`src/rtl/reset_seq_defines.svh`:
```
// Purpose: constants for the initial reset sequencer
// Assumes: pclk at 25 MHz, low-speed oscillator at 32.768 kHz
// Notes: byte offsets are register addresses on the apb bus
`ifndef RESET_SEQ_DEFINES_SVH
`define RESET_SEQ_DEFINES_SVH

`define PCLK_HZ 25000000
`define LS_CLK_HZ 32768
`define LS_DIV_RATIO 16384
`define LS_DIV_HALF 8192
`define LS_RELEASE_MAX_MS 250
`define START_PC 16'h0110

`define OFS_CTRL 12'h000
`define OFS_STATUS 12'h004
`define OFS_WSP 12'h008
`define OFS_NSP 12'h00c
`define OFS_EXT 12'h010
`define OFS_PWR 12'h014
`define OFS_PORT 12'h018

`define OUT_PORT_WIDTH 12
`define OUT_PORT_RESET 12'hfff
`define IO_GROUPS 5
`define IO_WIDTH 20

`endif

```
`src/rtl/reset_seq_pkg.sv`:
```
// Purpose: types for the initial reset sequencer
// Assumes: constants come from reset_seq_defines.svh
// Notes: none
package reset_seq_pkg;

    typedef enum logic [1:0] {
        st_hold = 2'b00,
        st_wait_tick = 2'b01,
        st_run = 2'b10
    } seq_state_t;

    typedef struct packed {
        logic [15:0] pc;
        logic int_flag;
        logic ext_flag;
        logic int_mask;
    } cpu_start_t;

    typedef struct packed {
        logic [11:0] out_level;
        logic [19:0] pullup_en;
        logic [19:0] dir_in;
        logic [3:0] func_sel;
    } pin_state_t;

endpackage

```
`src/rtl/initial_reset_sequencer.sv`:
```
// Purpose: initial reset latch, cpu start values and pin defaults
// Assumes: pclk 25 MHz, reset pin and low-speed clock sampled on pclk
// Notes: apb slave for stack pointer, extension and power registers
// Functional notes
// - low reset pin holds latch until tick
// - release within 250 ms after pin high
// - program counter loads 0110H on reset
// - interrupt and extension flags cleared
// - interrupts masked until both pointers written
// - rewrite one pointer remasks until other
// - extension write sets extension flag
// - ram and display memory not cleared
// - shared pins revert to port function only while in reset; the ctrl func_sel is kept and returns at release
// - twelve output pins drive high
// - io groups zero to three pulled up
// - converter pins high impedance, no pull-up
// - regulator voltage writes have no effect
// - power mode writes have no effect
//
// Our own choices: the APB slave port and the register addresses.
`include "reset_seq_defines.svh"
`timescale 1ns/1ps
`default_nettype none

module initial_reset_sequencer (
    // clock, reset, enable
    input wire logic pclk,
    input wire logic presetn,
    input wire logic clk_en,
    // external pins
    input wire logic reset_pin_n,
    input wire logic low_speed_oscillator,
    // apb slave
    input wire logic psel,
    input wire logic penable,
    input wire logic pwrite,
    input wire logic [11:0] paddr,
    input wire logic [31:0] pwdata,
    output logic [31:0] prdata,
    output logic pready,
    output logic pslverr,
    // cpu and pin state
    output logic internal_reset,
    output reset_seq_pkg::cpu_start_t cpu_start,
    output reset_seq_pkg::pin_state_t pin_state
);

    // ******************************************
    // low-speed clock edge detection
    // ******************************************
    logic ls_sync1;
    logic ls_sync2;
    logic ls_prev;
    logic [13:0] ls_div;
    logic tick_high;

    always_ff @(posedge pclk or negedge presetn) begin
        if (!presetn) begin
            ls_sync1 <= 1'b0;
            ls_sync2 <= 1'b0;
            ls_prev <= 1'b0;
        end else if (clk_en) begin
            ls_sync1 <= low_speed_oscillator;
            ls_sync2 <= ls_sync1;
            ls_prev <= ls_sync2;
        end
    end

    // divide by 16384: tick is the upper half of the 2 Hz wave
    always_ff @(posedge pclk or negedge presetn) begin
        if (!presetn) begin
            ls_div <= 14'h0000;
        end else if (clk_en && ls_sync2 && !ls_prev) begin
            ls_div <= ls_div + 14'h0001;
        end
    end

    assign tick_high = ls_div[13];

    // ******************************************
    // reset latch and release sequence
    // ******************************************
    reset_seq_pkg::seq_state_t state;
    reset_seq_pkg::seq_state_t next_state;

    always_comb begin
        next_state = state;
        case (state)
            reset_seq_pkg::st_hold: begin
                if (reset_pin_n) begin
                    next_state = reset_seq_pkg::st_wait_tick;
                end
            end
            reset_seq_pkg::st_wait_tick: begin
                if (!reset_pin_n) begin
                    next_state = reset_seq_pkg::st_hold;
                end else if (tick_high) begin
                    next_state = reset_seq_pkg::st_run;
                end
            end
            reset_seq_pkg::st_run: begin
                if (!reset_pin_n) begin
                    next_state = reset_seq_pkg::st_hold;
                end
            end
            default: begin
                next_state = reset_seq_pkg::st_hold;
            end
        endcase
    end

    always_ff @(posedge pclk or negedge presetn) begin
        if (!presetn) begin
            state <= reset_seq_pkg::st_hold;
        end else if (clk_en) begin
            state <= next_state;
        end
    end

    // latch set while pin low, cleared only by tick
    assign internal_reset = (state != reset_seq_pkg::st_run);

    // ******************************************
    // apb access
    // ******************************************
    logic wr_en;
    logic rd_en;
    logic [7:0] word_stack_pointer;
    logic [7:0] nibble_stack_pointer;
    logic [7:0] extension_reg;
    logic wsp_set;
    logic nsp_set;
    logic [1:0] pwr_ctrl;
    logic ext_flag;
    logic [3:0] func_sel;

    function automatic logic mapped(input logic [11:0] a);
        mapped = (a == `OFS_CTRL) || (a == `OFS_STATUS) || (a == `OFS_WSP) ||
                 (a == `OFS_NSP) || (a == `OFS_EXT) || (a == `OFS_PWR) ||
                 (a == `OFS_PORT);
    endfunction

    assign pready = 1'b1;
    assign pslverr = psel && penable && !mapped(paddr);
    assign wr_en = clk_en && psel && penable && pwrite && mapped(paddr) && !internal_reset;
    // read data captured in setup, so it stands at the access edge
    assign rd_en = clk_en && psel && !penable && !pwrite;

    // ******************************************
    // write strobe decode
    // ******************************************
    logic wr_ctrl;
    logic wr_wsp;
    logic wr_nsp;
    logic wr_ext;
    logic wr_pwr;
    logic wr_port;

    always_comb begin
        wr_ctrl = 1'b0;
        wr_wsp = 1'b0;
        wr_nsp = 1'b0;
        wr_ext = 1'b0;
        wr_pwr = 1'b0;
        wr_port = 1'b0;
        if (wr_en) begin
            if (paddr == `OFS_CTRL) begin
                wr_ctrl = 1'b1;
            end else if (paddr == `OFS_WSP) begin
                wr_wsp = 1'b1;
            end else if (paddr == `OFS_NSP) begin
                wr_nsp = 1'b1;
            end else if (paddr == `OFS_EXT) begin
                wr_ext = 1'b1;
            end else if (paddr == `OFS_PWR) begin
                wr_pwr = 1'b1;
            end else if (paddr == `OFS_PORT) begin
                wr_port = 1'b1;
            end
        end
    end

    // ******************************************
    // cpu registers and interrupt mask
    // ******************************************
    always_ff @(posedge pclk or negedge presetn) begin
        if (!presetn) begin
            word_stack_pointer <= 8'h00;
            nibble_stack_pointer <= 8'h00;
            extension_reg <= 8'h00;
            pwr_ctrl <= 2'h0;
            func_sel <= 4'h0;
        end else if (wr_en) begin
            // contents kept over internal reset, like memory
            if (paddr == `OFS_WSP) begin
                word_stack_pointer <= pwdata[7:0];
            end else if (paddr == `OFS_NSP) begin
                nibble_stack_pointer <= pwdata[7:0];
            end else if (paddr == `OFS_EXT) begin
                extension_reg <= pwdata[7:0];
            end else if (paddr == `OFS_PWR) begin
                // stored only; regulator and mode stay fixed
                pwr_ctrl <= pwdata[1:0];
            end else if (paddr == `OFS_CTRL) begin
                func_sel <= pwdata[3:0];
            end
        end
    end

    always_ff @(posedge pclk or negedge presetn) begin
        if (!presetn) begin
            wsp_set <= 1'b0;
            nsp_set <= 1'b0;
        end else if (clk_en) begin
            if (internal_reset) begin
                wsp_set <= 1'b0;
                nsp_set <= 1'b0;
            end else if (wr_wsp) begin
                wsp_set <= 1'b1;
                if (wsp_set && nsp_set) begin
                    nsp_set <= 1'b0;
                end
            end else if (wr_nsp) begin
                nsp_set <= 1'b1;
                if (wsp_set && nsp_set) begin
                    wsp_set <= 1'b0;
                end
            end
        end
    end

    always_ff @(posedge pclk or negedge presetn) begin
        if (!presetn) begin
            ext_flag <= 1'b0;
        end else if (clk_en) begin
            if (internal_reset) begin
                ext_flag <= 1'b0;
            end else if (wr_ext) begin
                ext_flag <= 1'b1;
            end else if (wr_ctrl && pwdata[8]) begin
                ext_flag <= 1'b0;
            end
        end
    end

    always_ff @(posedge pclk or negedge presetn) begin
        if (!presetn) begin
            prdata <= 32'h00000000;
        end else if (rd_en) begin
            if (paddr == `OFS_CTRL) begin
                prdata <= {28'h0000000, func_sel};
            end else if (paddr == `OFS_STATUS) begin
                prdata <= {27'h0000000, ext_flag, nsp_set, wsp_set, cpu_start.int_mask,
                           internal_reset};
            end else if (paddr == `OFS_WSP) begin
                prdata <= {24'h000000, word_stack_pointer};
            end else if (paddr == `OFS_NSP) begin
                prdata <= {24'h000000, nibble_stack_pointer};
            end else if (paddr == `OFS_EXT) begin
                prdata <= {24'h000000, extension_reg};
            end else if (paddr == `OFS_PWR) begin
                prdata <= {30'h00000000, pwr_ctrl};
            end else begin
                prdata <= 32'h00000000;
            end
        end
    end

    // ******************************************
    // cpu start values and pin defaults
    // ******************************************
    assign cpu_start.pc = `START_PC;
    assign cpu_start.int_flag = 1'b0;
    assign cpu_start.ext_flag = ext_flag;
    assign cpu_start.int_mask = !(wsp_set && nsp_set);

    always_ff @(posedge pclk or negedge presetn) begin
        if (!presetn) begin
            pin_state.out_level <= `OUT_PORT_RESET;
            pin_state.pullup_en <= 20'h0ffff;
            pin_state.dir_in <= 20'hfffff;
            pin_state.func_sel <= 4'h0;
        end else if (clk_en) begin
            if (internal_reset) begin
                pin_state.out_level <= `OUT_PORT_RESET;
                pin_state.pullup_en <= 20'h0ffff;
                pin_state.dir_in <= 20'hfffff;
                pin_state.func_sel <= 4'h0;
            end else begin
                pin_state.func_sel <= func_sel;
                if (wr_port) begin
                    pin_state.out_level <= pwdata[11:0];
                end
            end
        end
    end

endmodule
`default_nettype wire

```
`config.mk`:
```
export PLATFORM = sky130hd
export DESIGN_NAME = initial_reset_sequencer
export DESIGN_NICKNAME = d
export VERILOG_FILES = /design/src/rtl/reset_seq_pkg.sv /design/src/rtl/initial_reset_sequencer.sv
export VERILOG_INCLUDE_DIRS = /design/src /design/src/rtl
export SDC_FILE = /design/constraint.sdc
export NUM_CORES = 1
export LEC_CHECK = 0
export ABC_AREA = 1
export ABC_CLOCK_PERIOD_IN_PS = 1500
export BUFFER_PORTS_ARGS = -buffer_cell sky130_fd_sc_hd__buf_4
export CAP_MARGIN = 40
export CORE_MARGIN = 2
export CORE_UTILIZATION = 30
export CTS_CLUSTER_SIZE = 10
export DETAILED_ROUTE_END_ITERATION = 12
export GPL_ROUTABILITY_DRIVEN = 0
export GPL_TIMING_DRIVEN = 0
export PLACE_DENSITY_LB_ADDON = 0.12
export SETUP_SLACK_MARGIN = 0.05
export SYNTH_ARGS = -nofsm -noshare
export SYNTH_HDL_FRONTEND = slang
export SYNTH_SLANG_ARGS = --single-unit
export TNS_END_PERCENT = 1
```
`constraint.sdc`:
```
create_clock -name pclk -period 1.5 [get_ports pclk]
set_input_delay 0.225 -clock pclk [delete_from_list [all_inputs] [get_ports pclk]]
set_output_delay 0.225 -clock pclk [all_outputs]
set_load 0.02 [all_outputs]
```
==> summary.md <==
| Metric | Value |
|---|---|
| Total gr overflow | 0 |
| Seq cells post-synth | 76 |
| Part of the Yosys area used for sequential elements | 0.444 |
| First-pass iteration count of the detailed router | 4 |
| Hold path cells | 3 |
| Die area | around 0.015 mm2 |
| DIE WIDTH | around 120 um |
| Final ANT Viol Nets | 0 |
| Share of layout cells above drive strength 1 | 0.367 |
| Sequential share of power | 0.385 |
| First-pass GRT wire length | ~17 mm |
| Peak supply drop | ~0.64 mV |
| Vias per inst | 4.22 |
| Final Hold Vio Count | 0 |
| Clk slew on worst S/H paths | approximately 0.06 ns |
| Mapped Area | between 0.004 and 0.005 mm2 |
| CTS tree | done |
| Setup TNS Final | -5.72 ns |
| Post-Layout Cell Count | a little under 900 |
| R2r startpoint | state[0] |
| HPWL after detailed placement | 8.33 mm |
| Number of buffers created by CTS | 9 |
| Critical hold path startpoint | low_speed_oscillator |
| Cells after DPL | 843 |
| Clock Root Buffer | clkbuf_16 |
| Startpoint types | register |
| Iter 0 DRT Violations | 177 |
| Clock latency at the later pin of the worst-skew pair | approximately 0.34 ns |
| Area delta synth->final | 38.8% |
| Comb power frac | 0.275 |
| Synthesis warning total | 0 |
| WL/cell | between 10 and 15 um |
| Least-Margin Pin Slew | a little over 0.6 ns |
| Mean Syn Cell Area | 8.25 um2 |
| IO Count | between 150 and 200 |
| Power density cells | roughly 1100 mW/mm2 |
| DRC violations left | 0 |
| Worst Path Class, Setup | reg -> reg |
| Largest Register | pin_state |
| Clock power frac | 0.340 |
| Post-Synthesis Cells | 523 |
| Fmax | around 570 MHz |
| ANT cells | 0 |
| Status | finished with violations |
| Sw Share | 0.315 |
| Pin count of the biggest net entering global routing | 60 |
| R2R depth | 11 |
| Rows | 43 |
| Clk_skew | around 0.0066 ns |
| Max FFs per register | 16 |
| Sink of the worst hold path | ls_sync1 |
| Tot GR Track Use | 0.143 |
| R2R Path End | pin_state[48] |
| Min Tclk post-route | between 1.5 and 2 ns |
| Relative slew slack | 0.582 |
| Critical path arrival | a little over 2 ns |
| Max Slew Vio Count | 0 |
| Setup crit end kind | register |
| Die Height | approximately 120 um |
| Initial antenna violation count | 0 |
| Total Wirelength | 11.0 mm |
| Crit-path max FO | 5 |
| Top flop regs | pin_state x16, ls_div x14 |
| Final setup viols | 46 |
| Failing checks | setup timing |
| CP required | 1.77 ns |
| Final core occ | 0.428 |
| Internal power | roughly 0.0044 W |
| Leak | 3.07 nW |
| H-tree depth | 3 |
| Nets | around 740 |
| Fraction of the cycle the final worst path needs | 1.17 |
| Hold crit path type | in -> reg |
| Max-cap violations | 0 |
| Core footprint | between 0.01 and 0.015 mm2 |
| Initial Util | 0.308 |
| Most frequent cells in the layout | buf_4 (152), nand2_1 (120), conb_1 (82) |
| CTS sink cnt | 76 |
| IO Port Bufs | 59 |
| Psw | approximately 0.0020 W |
| Via Count | ~3.7k |
| Vias in the first global route | ~3.3k |
| Commonest non-fill, non-tap cell in the layout | buf_4 |
| Worst setup margin | -0.253 ns |
| RSZ-0062 raised after global routing | true |
| CTS Buffer Depth | 2 |
| Post-synth cell types | a little over 40 |
| R2r setup slk | -0.25 ns |
[worst max path at each step]
stage	start	slack, ns	end
floorplan	state[0]	-0.11	pin_state[51]
global placement	paddr[11]	-0.58	ext_flag
detailed placement	paddr[11]	-0.60	word_stack_pointer[6]
CTS	state[1]	-0.38	pin_state[46]
global route	state[0]	-0.38	pin_state[48]
finish	state[0]	-0.25	pin_state[48]
[cell usage after synthesis, drive strengths merged]
cell | count | area share
nand3b | 1 | 0.0017
o211ai | 2 | 0.0035
a2111oi | 1 | 0.0020
o221ai | 3 | 0.0061
a21boi | 1 | 0.0044
inv | 49 | 0.043
nand4 | 8 | 0.013
nand3 | 41 | 0.052
a31oi | 1 | 0.0015
conb | 2 | 0.0017
o22a | 1 | 0.0020
nor2 | 24 | 0.027
buf | 90 | 0.15
clkinv | 1 | 0.00087
xor2 | 7 | 0.014
nor3 | 3 | 0.0035
o21bai | 1 | 0.0017
mux2 | 1 | 0.0026
or2 | 3 | 0.0044
nand2 | 145 | 0.13
clkbuf | 2 | 0.0017
xnor2 | 6 | 0.012
nor4 | 5 | 0.014
o21ai | 42 | 0.049
dfstp | 12 | 0.073
ha | 1 | 0.0029
a21oi | 4 | 0.0046
o2111ai | 2 | 0.0041
dfrtp | 64 | 0.37
[layer usage]
metal,routed length (um),up-vias,track usage
met5,0,-,0
met1,4790,1704,0.184
met3,824,16,0.0385
met4,184,0,0.0506
li1,-,1843,-
met2,5170,123,0.232
[metrics by stage]
| stage | instance area, um2 | setup slack (ns) | hold slack, ns | total power [W] |
|---|---|---|---|---|
| 2_1_floorplan | 4630 | -0.108 | -0.0706 | 0.00349 |
| 3_3_place_gp | 5300 | -0.576 | 0.439 | 0.00394 |
| 3_5_place_dp | 5320 | -0.602 | 0.122 | 0.00398 |
| 4_1_cts | 5760 | -0.385 | 0.0812 | 0.00636 |
| 5_1_grt | 5990 | -0.377 | 0.102 | 0.00683 |
| 6_report | 5990 | -0.253 | 0.0943 | 0.00649 |
[critical path, cell delays in order, from the launching register on]
cell and delay (ns):
dfrtp_1 0.40, nor2_4 0.12, nand2_2 0.07, nor4_4 0.12
buf_4 0.16, a21boi_4 0.21, nand3_2 0.13, nand2_4 0.14
nand2_4 0.08, buf_6 0.14, nand2_2 0.06, nand2_2 0.04
[power groups by stage]
stage,clock (W),sequential [W],combinational (W)
after CTS,0.00226,0.00248,0.00161
after detailed placement,0,0.00252,0.00147
final,0.00221,0.00250,0.00178
after global placement,0,0.00251,0.00144
after global routing,0.00234,0.00253,0.00196
after floorplan,0,0.00264,0.000850
[repair_timing]
item	CTS	global route
hold buffers	1	0
pin swaps	4	8
resized for setup	21	47
hold endpoints to repair	17	0
setup endpoints to repair	60	62
gates cloned	1	1
setup buffers	7	4
[cell type report]
type,count,area (um2)
Clock buffer,10,239
Timing Repair Buffer,74,607
Clock inverter,6,61.3
Sequential cell,76,1920
Buffer,92,699
Fill cell,1424,8000
Multi-Input combinational cell,385,2050
Tap cell,180,225
Inverter,50,189
[cell families (layout without fill, tap and decap cells)]
| kind of cell | after synthesis | in the layout | synth area share |
|---|---|---|---|
| other | 2 | 82 | 0.00174 |
| muxes | 1 | 1 | 0.00261 |
| adders and majority gates | 1 | 1 | 0.00290 |
| AOI/OAI and AO/OA | 58 | 58 | 0.0786 |
| buffers and inverters | 142 | 232 | 0.200 |
| xor gates and xnor gates | 13 | 13 | 0.0264 |
| and+or+nand+nor | 230 | 230 | 0.244 |
| DFF | 76 | 76 | 0.444 |
(Power assumes the default switching activity.)
